<file path="config.mk">
export PLATFORM = sky130hd
export DESIGN_NAME = ifd_fusion_detector
export DESIGN_NICKNAME = d
export VERILOG_FILES = /design/src/design/ifd_pkg.sv /design/src/design/ifd_macro_check.sv /design/src/design/ifd_micro_check.sv /design/src/design/ifd_fusion_detector.sv
export SDC_FILE = /design/constraint.sdc
export NUM_CORES = 1
export LEC_CHECK = 0
export BUFFER_PORTS_ARGS = -buffer_cell sky130_fd_sc_hd__buf_2
export CAP_MARGIN = 20
export CORE_MARGIN = 2
export CORE_UTILIZATION = 45
export CTS_BUF_LIST = sky130_fd_sc_hd__clkbuf_8
export DETAILED_ROUTE_END_ITERATION = 7
export PLACE_DENSITY_LB_ADDON = 0.25
export RECOVER_POWER = 50
export SLEW_MARGIN = 20
export SYNTH_ARGS = -nofsm -noshare
export SYNTH_HDL_FRONTEND = slang
export SYNTH_HIERARCHICAL = 1
export SYNTH_SLANG_ARGS = --single-unit
</file>
<file path="constraint.sdc">
create_clock -name clk_i -period 10.6 [get_ports clk_i]
set_input_delay 0.53 -clock clk_i [delete_from_list [all_inputs] [get_ports clk_i]]
set_output_delay 0.53 -clock clk_i [all_outputs]
set_load 0.005 [all_outputs]
</file>
<file path="src/design/ifd_pkg.sv">
package ifd_pkg;

  // Decode slot count and fusion limits
  localparam int SLOTS_C        = 4;
  localparam int PEAK_INSNS_C   = 5;
  localparam int OTHER_INSNS_C  = 3;
  localparam int STEER_SLOT_C   = 0;
  localparam int FLOW_UOPS_C    = 2;
  localparam int MISP_SAVE_C    = 1;
  localparam int MISP_BASE_C    = 4;

  // Instruction class seen by the decoders
  typedef enum logic [2:0]
  {
    IFD_CLS_OTHER  = 3'h0,
    IFD_CLS_CMP    = 3'h1,
    IFD_CLS_TEST   = 3'h2,
    IFD_CLS_JCC    = 3'h3,
    IFD_CLS_STORE  = 3'h4,
    IFD_CLS_LOADOP = 3'h5,
    IFD_CLS_LOADJMP= 3'h6
  } ifd_cls_type;

  // Operand forms
  typedef enum logic [1:0]
  {
    IFD_OPS_RR = 2'h0,
    IFD_OPS_RI = 2'h1,
    IFD_OPS_RM = 2'h2,
    IFD_OPS_MI = 2'h3
  } ifd_ops_type;

  // Condition codes of a conditional branch
  localparam logic [3:0] CC_A  = 4'h7;
  localparam logic [3:0] CC_AE = 4'h3;
  localparam logic [3:0] CC_E  = 4'h4;
  localparam logic [3:0] CC_BE = 4'h6;
  localparam logic [3:0] CC_B  = 4'h2;
  localparam logic [3:0] CC_NE = 4'h5;
  localparam logic [3:0] CC_L  = 4'hC;
  localparam logic [3:0] CC_GE = 4'hD;
  localparam logic [3:0] CC_LE = 4'hE;
  localparam logic [3:0] CC_G  = 4'hF;

  // One decoded candidate from the front end
  typedef struct packed
  {
    logic        valid;
    ifd_cls_type cls;
    ifd_ops_type ops;
    logic        mem_is_mr;
    logic [3:0]  cc;
    logic        ip_rel;
    logic        has_imm;
    logic        ip_ctrl;
  } ifd_insn_type;

  // One micro-operation handed to rename
  typedef struct packed
  {
    logic        valid;
    ifd_cls_type cls;
    logic        macro_fused;
    logic        micro_fused;
    logic [1:0]  uops;
    logic [2:0]  misp_pen;
    logic [3:0]  cc;
  } ifd_uop_type;

endpackage

</file>
<file path="src/design/ifd_macro_check.sv">
`timescale 1ns/1ps
// Decides whether a leading compare/test and the next instruction macro-fuse
module ifd_macro_check
  import ifd_pkg::*;
(
  input  ifd_pkg::ifd_insn_type first_i,
  input  ifd_pkg::ifd_insn_type second_i,
  input  wire logic             enhanced_i,
  input  wire logic             mode64_i,
  output logic                  fuse_o
);

  logic lead_ok;
  logic ops_ok;
  logic cc_ok;
  logic mode_ok;
  logic unsigned_cc;
  logic signed_cc;

  // Condition codes for carry/zero and for signed branches
  always_comb
  begin
    unsigned_cc = (second_i.cc == CC_A) || (second_i.cc == CC_AE) || (second_i.cc == CC_E)
               || (second_i.cc == CC_BE) || (second_i.cc == CC_B) || (second_i.cc == CC_NE);
    signed_cc   = (second_i.cc == CC_L) || (second_i.cc == CC_GE) || (second_i.cc == CC_LE)
               || (second_i.cc == CC_G);
  end

  // Pairing conditions
  always_comb
  begin
    lead_ok = first_i.valid && (first_i.cls == IFD_CLS_CMP || first_i.cls == IFD_CLS_TEST);
    ops_ok  = first_i.ops != IFD_OPS_MI;
    if (first_i.cls == IFD_CLS_TEST)
      cc_ok = 1'b1;
    else
      cc_ok = unsigned_cc || (enhanced_i && signed_cc);
    mode_ok = !mode64_i || enhanced_i;
    fuse_o  = lead_ok && ops_ok && cc_ok && mode_ok
           && second_i.valid && second_i.cls == IFD_CLS_JCC;
  end

endmodule

</file>
<file path="src/design/ifd_micro_check.sv">
`timescale 1ns/1ps
// Classifies one instruction for micro-fusion and the steered two-uop flow
module ifd_micro_check
  import ifd_pkg::*;
(
  input  ifd_pkg::ifd_insn_type insn_i,
  output logic                  micro_o,
  output logic                  flow2_o
);

  logic has_mem;
  logic ip_block;

  // Memory-operand forms that fuse, and the pointer-relative exceptions
  always_comb
  begin
    has_mem  = (insn_i.cls == IFD_CLS_STORE)
            || (insn_i.cls == IFD_CLS_LOADOP)
            || (insn_i.cls == IFD_CLS_LOADJMP)
            || ((insn_i.cls == IFD_CLS_CMP || insn_i.cls == IFD_CLS_TEST)
                && (insn_i.ops == IFD_OPS_MI || insn_i.ops == IFD_OPS_RM));
    ip_block = insn_i.ip_rel && (insn_i.has_imm || insn_i.ip_ctrl);
    micro_o  = insn_i.valid && has_mem && !ip_block;
    flow2_o  = insn_i.valid && has_mem && ip_block;
  end

endmodule

</file>
<file path="src/design/ifd_fusion_detector.sv">
`timescale 1ns/1ps
module ifd_fusion_detector
  import ifd_pkg::*;
#(
  parameter int SLOTS = ifd_pkg::SLOTS_C
)
(
  input  wire logic                        clk_i,
  input  wire logic                        reset_i,
  input  wire logic                        enhanced_i,
  input  wire logic                        mode64_i,
  input  ifd_pkg::ifd_insn_type [SLOTS:0]  insn_i,
  output ifd_pkg::ifd_uop_type [SLOTS-1:0] uop_o,
  output logic [2:0]                       consumed_o,
  output logic [2:0]                       dispatch_o
);

  import ifd_pkg::*;

  ////////////////////////////////////////////////////////////////////////////
  // Per-slot fusion checks

  logic [SLOTS-1:0] pair_ok;
  logic [SLOTS:0]   micro_ok;
  logic [SLOTS:0]   flow2;

  // The lookahead slot is classified too: it is taken singly behind a fused pair
  genvar g;
  generate
    for (g = 0; g <= SLOTS; g++)
    begin : g_slot
      if (g < SLOTS)
      begin : g_pair
        ifd_macro_check u_macro
        (
          .first_i    (insn_i[g]),
          .second_i   (insn_i[g+1]),
          .enhanced_i (enhanced_i),
          .mode64_i   (mode64_i),
          .fuse_o     (pair_ok[g])
        );
      end
      ifd_micro_check u_micro
      (
        .insn_i  (insn_i[g]),
        .micro_o (micro_ok[g]),
        .flow2_o (flow2[g])
      );
    end
  endgenerate

  ////////////////////////////////////////////////////////////////////////////
  // State

  typedef struct packed
  {
    ifd_uop_type [SLOTS-1:0] uop;
    logic [2:0]              consumed;
    logic [2:0]              dispatch;
  } ifd_state_type;

  ifd_state_type state_q;
  ifd_state_type state_d;

  // Slot packing: walk candidates in order, fuse at most one pair per cycle
  always_comb
  begin
    int   src;
    int   dst;
    logic pair_used;
    logic stop;
    src       = 0;
    dst       = 0;
    pair_used = 1'b0;
    stop      = 1'b0;
    state_d   = '0;
    for (int k = 0; k < SLOTS; k++)
    begin
      if (!stop && src <= SLOTS && insn_i[src].valid) // pair plus three others reaches the lookahead
      begin
        if (flow2[src] && dst != STEER_SLOT_C)
          stop = 1'b1; // wait until it lands in slot zero
        else if (src < SLOTS && pair_ok[src] && !pair_used)
        begin
          state_d.uop[dst].valid       = 1'b1;
          state_d.uop[dst].cls         = IFD_CLS_JCC;
          state_d.uop[dst].macro_fused = 1'b1;
          state_d.uop[dst].micro_fused = micro_ok[src];
          state_d.uop[dst].uops        = 2'h1;
          state_d.uop[dst].misp_pen    = 3'(MISP_BASE_C - MISP_SAVE_C);
          state_d.uop[dst].cc          = insn_i[src+1].cc;
          pair_used = 1'b1;
          src       = src + 2;
          dst       = dst + 1;
        end
        else
        begin
          state_d.uop[dst].valid       = 1'b1;
          state_d.uop[dst].cls         = insn_i[src].cls;
          state_d.uop[dst].micro_fused = micro_ok[src];
          state_d.uop[dst].uops        = flow2[src] ? 2'(FLOW_UOPS_C) : 2'h1;
          state_d.uop[dst].misp_pen    = 3'(MISP_BASE_C);
          state_d.uop[dst].cc          = insn_i[src].cc;
          src = src + 1;
          dst = dst + 1;
          if (flow2[src-1])
            stop = 1'b1; // Steered flow takes the decode group alone
        end
      end
    end
    state_d.consumed = 3'(src);
    state_d.dispatch = 3'(dst);
    if (reset_i)
      state_d = '0;
  end

  // Register the state
  always_ff @(posedge clk_i)
  begin
    state_q <= state_d;
  end

  assign uop_o      = state_q.uop;
  assign consumed_o = state_q.consumed;
  assign dispatch_o = state_q.dispatch;

  ////////////////////////////////////////////////////////////////////////////
  // Checks

  property p_peak;
    @(posedge clk_i) disable iff (reset_i)
    consumed_o <= 3'(PEAK_INSNS_C) && (consumed_o - dispatch_o) <= 3'h1;
  endproperty
  a_peak: assert property (p_peak) else $error("decode group too large");

  property p_pair_one;
    @(posedge clk_i) disable iff (reset_i)
    (pair_ok[0] && insn_i[0].valid && !flow2[0]) |=> uop_o[0].macro_fused && uop_o[0].uops == 2'h1;
  endproperty
  a_pair_one: assert property (p_pair_one) else $error("pair not fused");

  property p_pen;
    @(posedge clk_i) disable iff (reset_i)
    uop_o[0].macro_fused |-> uop_o[0].misp_pen == 3'(MISP_BASE_C - MISP_SAVE_C);
  endproperty
  a_pen: assert property (p_pen) else $error("penalty not reduced");

  property p_no64;
    @(posedge clk_i) disable iff (reset_i)
    (mode64_i && !enhanced_i) |=> !uop_o[0].macro_fused;
  endproperty
  a_no64: assert property (p_no64) else $error("fusion in 64-bit base mode");

  property p_mi;
    @(posedge clk_i) disable iff (reset_i)
    (insn_i[0].valid && insn_i[0].ops == IFD_OPS_MI) |=> !uop_o[0].macro_fused;
  endproperty
  a_mi: assert property (p_mi) else $error("mem-imm fused");

  property p_signed;
    @(posedge clk_i) disable iff (reset_i)
    (!enhanced_i && insn_i[0].cls == IFD_CLS_CMP && insn_i[1].cc == CC_L) |=> !uop_o[0].macro_fused;
  endproperty
  a_signed: assert property (p_signed) else $error("signed fused in base");

  property p_flow_slot;
    @(posedge clk_i) disable iff (reset_i)
    uop_o[1].uops == 2'(FLOW_UOPS_C) |-> 1'b0;
  endproperty
  a_flow_slot: assert property (p_flow_slot) else $error("two-uop flow off slot zero");

  property p_store;
    @(posedge clk_i) disable iff (reset_i)
    (insn_i[0].valid && insn_i[0].cls == IFD_CLS_STORE && !insn_i[0].ip_rel) |=> uop_o[0].micro_fused;
  endproperty
  a_store: assert property (p_store) else $error("store not micro-fused");

endmodule

</file>
==> impl_results.md, run 1 <==
* Status: complete, but fails checks
* Failing checks: max-capacitance violations, max-slew violations
* CTS max path bufs at 2
* CTS tree: yes
* Number of hold buffers added after cts at 0
* Post-Route WL at 21,230 µm
* Static Leak at 0.002872 µW
* Ys async rst share at 0
* Buffers on Ports at 133
* Sequential cell area fraction in the yosys report at 0.2059
* Layout fillers at between 1,000 and 1,500
* Most used DFF post-synth: dfxtp_1
* Layout net count at 957
* Yosys top cell by area: dfxtp_1
* Top cells by area, synth: dfxtp_1 21%, nand2_1 6.2%, mux4_2 4.9%, mux2i_1 4.6%, a21oi_1 4.5%
* CTS sink count at 62
* Final slew viol count at 35
* CTS Root Cell: clkbuf_8
* Reg clk slew, reported paths at 0.06 ns
* Mapped cell area at 6030 µm²
* Synth warnings at 6
* Via density per instance at 6.253
* Hold path cells at 3
* Cell Pwr Density at 101.8 nW/µm²
* TritonCTS buffer count at 9
* Vias in the first global route at around 6,000
* Worst slew margin at -0.005503
* Avg Inst Size Synth at 7.851 µm²
* # resized after CTS at 0
* Die area at 14,340 µm²
* HP Class: input pin to flop
* Most frequent cells after synthesis: 99 x nand2_1, 62 x dfxtp_1, 61 x nor2_1
* Final hold violations at 0
* Critical path fanouts, max at 34
* Flops & latches, synth at 62
* Final period utilization at 0.7708
* Chip width at 119.8 µm
* Iteration-0 DRC Markers at roughly 800
* Core area at about 13,000 µm²
* Post-CTS setup buffers at 0
* HP Start: insn_i[61]
* Mapped Nets at 857
* Worst-Margin Slew at approximately 1.5 ns
* Synth top area share at 0.2059
* Most frequent cell after synthesis: nand2_1
* Largest net degree at the start of global routing at between 50 and 60
* FP Rows at 42
* Final TNS setup at 0 ns
* Layout area overhead at 13.86%
* Crit start category: input pin
* Final GP Congestion at 0.9903
* Setup Crit Path Kind: input pin to flop
* Antenna diodes at 0
* I/O Pins at between 100 and 150
* Min Tclk post-route at a little over 8 ns
* Wirelength per Cell at 20.23 µm
* Share of cells above drive strength 1 at 0.2474
* Number of synthesized flops with an enable pin at 0
* Detailed placer's ending HPWL at 16,140 µm
* First-pass GRT wire length at 33,260 µm
* Hold EP: uop_o[2]
* Setup Viol. Count Final at 0
* RSZ-0062 raised after global routing: false
* Final ANT Viol Nets at 0
* Max_cap viols at 1
* Vias at 6,559
* Total grt overflow at 0
* Critical path arrival at roughly 8.4 ns
* Drc violations at 0
* Peak supply drop at 51.10 µV
* Crit path required time at 10.87 ns
* GRT Total Usage at 0.2932
* Max Clock Freq at 122.4 MHz
* CP Capture Type: flop
* Initial antenna violation count at 0
* Netlist cell types at 97
* Initial Util at 0.4590
* PnR Total Power at approximately 700 µW
* Die Ht at 119.8 µm
* H-tree depth at 3
* Post-Syn Instances at 768
* Number of iterations in the first detailed-routing pass at 7
## metal layers
metal	wire length, µm	global-route usage	vias up
li1	-	-	3077
met1	9053	0.4053	3033
met2	9404	0.4525	394
met3	1859	0.03802	55
met4	909	0.1390	0
met5	0	0	-
## registers in the layout, indices dropped and copies added, names as in the netlist
register	flops
uop_o	56
consumed_o	3
dispatch_o	3
## cells in the final DEF (no fill, tap or decap), types with 18 or more instances in the layout
cell / Yosys / final
mux2i_1: 28 / 28
nand3_1: 34 / 34
dfxtp_1: 62 / 62
a21oi_1: 54 / 54
a31oi_1: 18 / 18
o21ai_0: 39 / 39
buf_2: 13 / 117
nand2_1: 99 / 99
inv_1: 31 / 31
nor2_1: 61 / 61
## cells by family (layout without fill, tap and decap cells)
family                     Yosys count  after routing  synth area share
and+or+nand+nor                    280            280            0.2254
AOI/OAI and AO/OA                  267            267            0.3395
buffers and inverters               88            193           0.07055
DFF                                 62             62            0.2059
muxes                               54             54            0.1235
adders and majority gates           15             15           0.03113
xor gates and xnor gates             2              2          0.004151
## worst max path at each step
stage          startpoint         to  slack (ns)  depth (start not counted)
6_report       insn_i[13]  uop_o[46]        2.43                         21
5_1_grt        insn_i[13]  uop_o[46]        1.96                         21
4_1_cts        insn_i[13]  uop_o[46]        3.53                         21
3_5_place_dp   insn_i[13]  uop_o[46]        3.21                         21
3_3_place_gp   insn_i[13]  uop_o[46]        3.12                         21
2_1_floorplan  insn_i[10]  uop_o[17]        5.03                         26
## area by class of cell
class	instances	area (µm²)	area share
repair buffers	139	686.9	0.1001
inverters	38	142.6	0.02078
clock inverters	6	61.31	0.008930
flip-flops and latches	62	1241	0.1808
multi-input cells	618	4375	0.6373
clock buffers	10	137.6	0.02005
well taps	176	220.2	0.03208
## power by group
part | switching, µW | internal, µW
sequential | 2.16 | 243
clock | 87.2 | 114
combinational | 162 | 91.1
## per-stage QoR
stage	setup WS, ns	hold slack, ns	cell area (µm²)	utilization	instances
4_1_cts	3.532	0.6169	6889	0.5244	1049
3_5_place_dp	3.206	0.9055	6690	0.5092	1033
3_3_place_gp	3.123	0.9040	6690	0.5092	1033
6_report	2.430	0.6435	6865	0.5226	1049
5_1_grt	1.961	0.6410	6865	0.5226	1049
2_1_floorplan	5.028	0.7239	6030	-	768
## worst max-delay path, cell delays in order
cell	delay [ns]
buf_2	0.07
clkbuf_1	1.09
nand4bb_1	0.28
a2111oi_4	0.49
nand2b_1	0.55
clkinv_1	0.50
ha_1	0.58
nor2_1	0.24
o21ai_1	0.27
mux2_4	0.45
a221oi_4	0.38
nand2b_2	0.37
inv_2	0.25
ha_1	0.75
inv_2	0.24
o2bb2ai_1	0.18
a211o_1	0.29
nor3_1	0.29
a221oi_2	0.16
mux2_1	0.34
nor2_1	0.09
(Power assumes the default switching activity.)
==> inputs of run 2 (changes only) <==
--- a/config.mk
+++ b/config.mk
@@ -5,6 +5,7 @@
 export SDC_FILE = /design/constraint.sdc
 export NUM_CORES = 1
 export LEC_CHECK = 0
+export ABC_AREA = 1
 export BUFFER_PORTS_ARGS = -buffer_cell sky130_fd_sc_hd__buf_2
 export CAP_MARGIN = 20
 export CORE_MARGIN = 2
==> constraint.sdc (replaced) <==
create_clock -name clk_i -period 8.3 [get_ports clk_i]
set_input_delay 0.415 -clock clk_i [delete_from_list [all_inputs] [get_ports clk_i]]
set_output_delay 0.415 -clock clk_i [all_outputs]
set_load 0.005 [all_outputs]
==> run 2 against run 1 <==
- the run now ends clean
- final cell count increased by 21%
- utilization about the same
- synthesized area decreased by 3.0%
- die area decreased by 2.9%
- power increased by 28%
- wire length decreased by 4.3%
- combinational power increased by 45%
- global-route usage decreased by 0.61 points
- critical path type unchanged
==> impl_results.md, run 2 <==
* WL met3 at between 1500 and 2000 µm
* Wirelength per Cell at 15.94 µm
* Mapped Nets at 1,086
* CTS sink count at 62
* Setup WS post-layout at 2.309 ns
* Adder-Cell Fraction of Synth Area at 0.03422
* Yosys top cell by area: dfxtp_1
* Fin area at 6626 µm²
* Number of iterations in the first detailed-routing pass at 6
* Setup Crit Path Kind: input pin to flop
* Final slew viol count at 0
* Vias in the first global route at a little over 6,000
* Final GP Congestion at 0.9650
* FP Rows at 41
* Layout area overhead at 13.26%
* Total grt overflow at 0
* Crit start category: input pin
* Hold path cells at 2
* Worst slew margin at 0.2012
* PnR Total Power at 892.7 µW
* TritonCTS buffer count at 9
* First-pass GRT wire length at 32,190 µm
* Final hold violations at 0
* Peak supply drop at 52.63 µV
* Mapped cell area at between 5000 and 6000 µm²
* Post-Route WL at 20,310 µm
* RSZ-0062 raised after global routing: false
* Final period utilization at 0.7219
* Die area at 13,930 µm²
* Chip width at ~120 µm
* Max incr delay on CP at 0.86 ns
* Reg clk slew, reported paths at 0.06 ns
* Metal1 wirelength at ~9200 µm
* Mux share of post-synthesis cell area at 0
* Most frequent cells in the layout: 263 x nand2_1, 119 x nor2_1, 114 x buf_2
* CTS Root Cell: clkbuf_8
* Initial antenna violation count at 0
* Pre-CTS worst setup slack at 2.672 ns
* Status: finished, final reports clean
* Post-Syn Instances at ~1,000
* H-tree depth at 3
* Critical path fanouts, max at 22
* Post-CTS setup buffers at 0
* Synth Area in XOR/XNOR at 0.002994
* Avg Inst Size Synth at 5.874 µm²
* Top layer in use: met4
* Die Ht at 118.0 µm
* CP Capture Type: flop
* Most common cell after layout, fill and taps aside: nand2_1
* Top cells by area, synth: dfxtp_1 21%, nand2_1 17%, nand3_1 8.0%, nor2_1 7.6%, inv_1 6.9%
* Critical path arrival at 6.21 ns
* Final TNS setup at 0 ns
* Most frequent cells after synthesis: 263 x nand2_1, 119 x nor2_1, 108 x inv_1
* HP Start: reset_i
* Synth Area in Simple Gates at 0.4147
* Static Leak at between 0.003 and 0.004 µW
* I/O Pins at 140
* Slowest cell on the critical path: clkbuf_1
* GRT Total Usage at 0.2871
* Most used DFF post-synth: dfxtp_1
* Placed Cells at 1,260
* Number of hold buffers added after cts at 0
* Non-filler cells, final at 1,274
* Detailed placer's ending HPWL at between 15,000 and 20,000 µm
* Vias at 6,796
* Initial Util at 0.4617
* Buffers on Ports at 133
* Max_cap viols at 0
* Synth Area in Compound Gates at 0.1995
* Largest net degree at the start of global routing at between 40 and 50
* Netlist cell types at 46
* CTS tree: yes
* Drc violations at 0
* Antenna diodes at 0
* Synth top area share at 0.2121
* Setup Viol. Count Final at 0
* Hold EP: uop_o[14]
* Max reg flops at 56
* Worst-Margin Slew at 1.198 ns
* Number of synthesized flops with an enable pin at 0
* Synth warnings at 6
* Share of cells above drive strength 1 at 0.1851
* Cell Pwr Density at 134.7 nW/µm²
* Core area at 12,670 µm²
* Most frequent cell after synthesis: nand2_1
* Placed Area at about 6500 µm²
* Ys async rst share at 0
* Layout net count at approximately 1,200
* Combinational family with the most area after synthesis: simple AND/OR/NAND/NOR gates
* Flops & latches, synth at 62
* Via density per instance at between 5 and 6
* Min Tclk post-route at 5.991 ns
* # resized after CTS at 0
* Most common cell on crit path: nand2_1
* CTS max path bufs at 2
* HP Class: input pin to flop
* Iteration-0 DRC Markers at a little over 900
* Detail Route met2 WL at 8789 µm
* Crit path required time at 8.52 ns
* Max Clock Freq at between 150 and 200 MHz
* Final ANT Viol Nets at 0
* Sequential cell area fraction in the yosys report at 0.2121
[run 2: cell types whose count changed in the layout (fill, tap and decap cells not counted), sizes merged, moves of 9 or more]
| cell | change |
|---|---|
| a31oi | -15 |
| nand2b | -11 |
| nand3 | +70 |
| nand2 | +179 |
| mux2i | -30 |
| o211ai | +14 |
| mux2 | -11 |
| o21ai | +43 |
| o22ai | -9 |
| nor3 | -11 |
| nor2 | +65 |
| mux4 | -13 |
| a211oi | -27 |
| inv | +87 |
[run 2: cell type report]
cell class	instances	area, µm²
Tap cell	172	215.2
Inverter	129	494.2
Multi-Input combinational cell	755	3811
Timing Repair Buffer	142	709.4
Clock inverter	4	17.52
Fill cell	1396	6045
Clock buffer	10	137.6
Sequential cell	62	1241
[run 2: worst max path at each step]
stage | start | end | slack [ns]
2_1_floorplan | insn_i[26] | uop_o[31] | 3.89
3_3_place_gp | insn_i[13] | uop_o[32] | 2.77
3_5_place_dp | insn_i[13] | uop_o[32] | 2.67
4_1_cts | insn_i[13] | uop_o[32] | 3.03
5_1_grt | insn_i[13] | uop_o[18] | 1.81
6_report | insn_i[13] | uop_o[32] | 2.31
[run 2: power by group]
| group | internal, µW | switching [µW] |
|---|---|---|
| sequential | 312 | 3.40 |
| combinational | 111 | 255 |
| clock | 110 | 102 |
| total | 533 | 360 |
[run 2: kinds of logic after synthesis]
group,count (synthesis)
buf+inv,179
fa+ha+maj,16
xor+xnor,2
flops,62
compound gates,201
simple gates,536
[run 2: stage by stage]
stage | hold WS, ns | utilization
after floorplan | 0.6934 | -
after CTS | 0.5093 | 0.5248
after global routing | 0.5470 | 0.5230
final | 0.5120 | 0.5230
after detailed placement | 0.7900 | 0.5126
after global placement | 0.7898 | 0.5126
[run 2: routing by layer]
| layer | vias up | global-route usage |
|---|---|---|
| li1 | 3425 | - |
| met1 | 2948 | 0.3994 |
| met2 | 368 | 0.4440 |
| met3 | 55 | 0.03682 |
| met4 | 0 | 0.1242 |
| met5 | - | 0 |
[run 2: critical path: cells and delay by family]
kind	cells	cell delay, ns
AND/OR/NAND/NOR	17	2.61
buffers and inverters	6	1.61
adder cells (fa/ha/maj)	2	0.89
AO/OA/AOI/OAI	3	0.64
==> inputs of run 3 (changes only) <==
--- a/config.mk
+++ b/config.mk
@@ -5,7 +5,7 @@
 export SDC_FILE = /design/constraint.sdc
 export NUM_CORES = 1
 export LEC_CHECK = 0
-export ABC_AREA = 1
+export ABC_AREA = 0
 export BUFFER_PORTS_ARGS = -buffer_cell sky130_fd_sc_hd__buf_2
 export CAP_MARGIN = 20
 export CORE_MARGIN = 2
==> constraint.sdc (replaced) <==
create_clock -name clk_i -period 5.6 [get_ports clk_i]
set_input_delay 0.28 -clock clk_i [delete_from_list [all_inputs] [get_ports clk_i]]
set_output_delay 0.28 -clock clk_i [all_outputs]
set_load 0.005 [all_outputs]
==> run 3 against run 2 <==
- critical endpoint is now uop_o[46]
- highest routed layer unchanged
- cell area increased by 6.7%
- worst setup slack got worse by 1.7 ns
- clock-buffer cell count increased by 2
- critical path type unchanged
- flip-flop and latch count unchanged
- non-clock buffer count increased by 24
- wire length increased by 6.5%
- power increased by 53%
- first-iteration DRC count decreased by 25%
- hold slack got worse by 0.12 ns
- critical path depth decreased by 5
==> impl_results.md, run 3 (synthesis gave the netlist of run 1 again) <==
* Cell-internal power at a little under 900 µW
* Chip width at roughly 120 µm
* Initial Util at 0.4590
* H-tree depth at 3
* Buffers on Ports at between 100 and 150
* Via density per instance at 6.253
* Reg clk slew, reported paths at 0.07 ns
* Comb pwr share at 0.365
* Layout area overhead at 17.26%
* Setup Viol. Count Final at 0
* Layout net count at approximately 1,000
* CTS tree: yes
* Net switching power figure at 476.6 µW
* HP Start: insn_i[61]
* Core area at roughly 13,000 µm²
* GRT Total Usage at 0.3032
* HP Class: input pin to flop
* Final period utilization at 0.8982
* Cell Pwr Density at between 150 and 200 nW/µm²
* Worst slew margin at 0.4063
* FP Rows at 42
* Max reg flops at 56
* Crit path required time at 5.87 ns
* CTS max path bufs at 2
* Initial antenna violation count at 0
* Final slew viol count at 0
* Drc violations at 0
* Setup Crit Path Kind: input pin to flop
* Die area at 14,340 µm²
* Total grt overflow at 0
* Iteration-0 DRC Markers at 689
* CP Capture Type: flop
* Number of hold buffers added after cts at 0
* Max_cap viols at 0
* Final hold violations at 0
* Static Leak at 0.002978 µW
* Final TNS setup at 0 ns
* TritonCTS buffer count at 9
* Wirelength per Cell at 20.12 µm
* Die Ht at 119.8 µm
* Max Clock Freq at 198.8 MHz
* First-pass GRT wire length at 34,290 µm
* Hold path cells at 3
* Post-Route WL at 21,630 µm
* Multi-input logic area at 4375 µm²
* Most frequent cells in the layout: 109 x buf_2, 99 x nand2_1, 62 x dfxtp_1
* CTS sink count at a little over 60
* I/O Pins at 140
* Min Tclk post-route at between 5 and 6 ns
* Critical path fanouts, max at 21
* Largest net degree at the start of global routing at 52
* Layout fillers at 1,331
* Vias at 6,722
* Peak supply drop at 97.42 µV
* Detailed placer's ending HPWL at between 15,000 and 20,000 µm
* Sw Ratio at 0.3501
* Most common cell after layout, fill and taps aside: buf_2
* Antenna diodes at 0
* Post-CTS setup buffers at 0
* Final ANT Viol Nets at 0
* Hold EP: uop_o[2]
* Power share of the sequential group at 0.341
* Post-Route Utilization at 0.5382
* Vias in the first global route at between 6,000 and 7,000
* Number of iterations in the first detailed-routing pass at 5
* Reg area at approximately 1200 µm²
* Crit start category: input pin
* Status: finished, final reports clean
* Clock network power share at 0.295
* CTS Root Cell: clkbuf_8
* Share of cells above drive strength 1 at 0.2614
* Final GP Congestion at 1.008
* Worst-Margin Slew at 0.8905 ns
* # resized after CTS at 0
* RSZ-0062 raised after global routing: false
* Critical path arrival at 5.30 ns
==> run 3: cell count changes in the layout (fill, tap and decap cells not counted), moves of 21 or more <==
cell / change
mux2i_1: +28
o21ai_0: -21
nand3_1: -60
nand2_1: -164
inv_1: -79
nor2_1: -58
buf_4: +24
==> run 3: cell type report <==
cell class              instances  share of cell area
clock buffers                  12             0.02336
clock inverters                 3            0.006017
inverters                      38             0.02017
multi-input cells             618              0.6188
flip-flops and latches         62              0.1755
well taps                     176             0.03114
repair buffers                166              0.1249
==> run 3: worst max path at each step <==
stage	start	to	slack, ns	depth (start not counted)
finish	insn_i[20]	uop_o[46]	0.57	23
global route	insn_i[20]	uop_o[17]	0.27	23
floorplan	insn_i[10]	uop_o[17]	0.28	26
global placement	insn_i[20]	uop_o[30]	0.41	23
detailed placement	insn_i[19]	uop_o[46]	0.40	22
CTS	insn_i[19]	uop_o[30]	0.76	22
==> run 3: worst max-delay path: stages <==
cell and delay (ns):
buf_2 0.16, inv_1 0.12, o211ai_1 0.14, a2111oi_4 0.47, buf_4 0.35, nand2_2 0.18, clkinv_1 0.10, ha_1 0.23
nor2_1 0.09, o21ai_1 0.29, nand4_1 0.38, a21oi_4 0.32, xnor2_2 0.15, inv_1 0.13, ha_1 0.36, buf_4 0.23
nor3_1 0.08, a31oi_1 0.16, o22ai_1 0.09, nor3_1 0.43, a221oi_2 0.16, mux2_1 0.31, nor2_1 0.08
==> run 3: power groups by stage <==
stage               logic (µW)  clock network, µW  registers [µW]
floorplan                  317                  0             477
global placement           483                  0             473
detailed placement         484                  0             474
CTS                        486                408             464
global route               538                429             465
finish                     497                401             464
==> run 3: layer usage <==
metal  global-route usage  wire length, µm  vias to the layer above
met5                    0                0                        -
met4               0.1426              923                        0
met3              0.04325             1815                       60
met2               0.4843             9864                      396
met1               0.4037             9026                     3134
li1                     -                -                     3132
==> run 3: through the flow <==
| step | hold WS, ns | total power (µW) | std cells | instance area (µm²) | setup slack (ns) |
|---|---|---|---|---|---|
| 3_3_place_gp | 0.6540 | 955.5 | 1060 | 6893 | 0.4145 |
| 5_1_grt | 0.4019 | 1432 | 1075 | 7071 | 0.2682 |
| 4_1_cts | 0.3581 | 1358 | 1075 | 7101 | 0.7592 |
| 6_report | 0.3871 | 1361 | 1075 | 7071 | 0.5699 |
| 3_5_place_dp | 0.6547 | 957.8 | 1060 | 6893 | 0.3995 |
| 2_1_floorplan | 0.4739 | 794.2 | 768 | 6030 | 0.2782 |
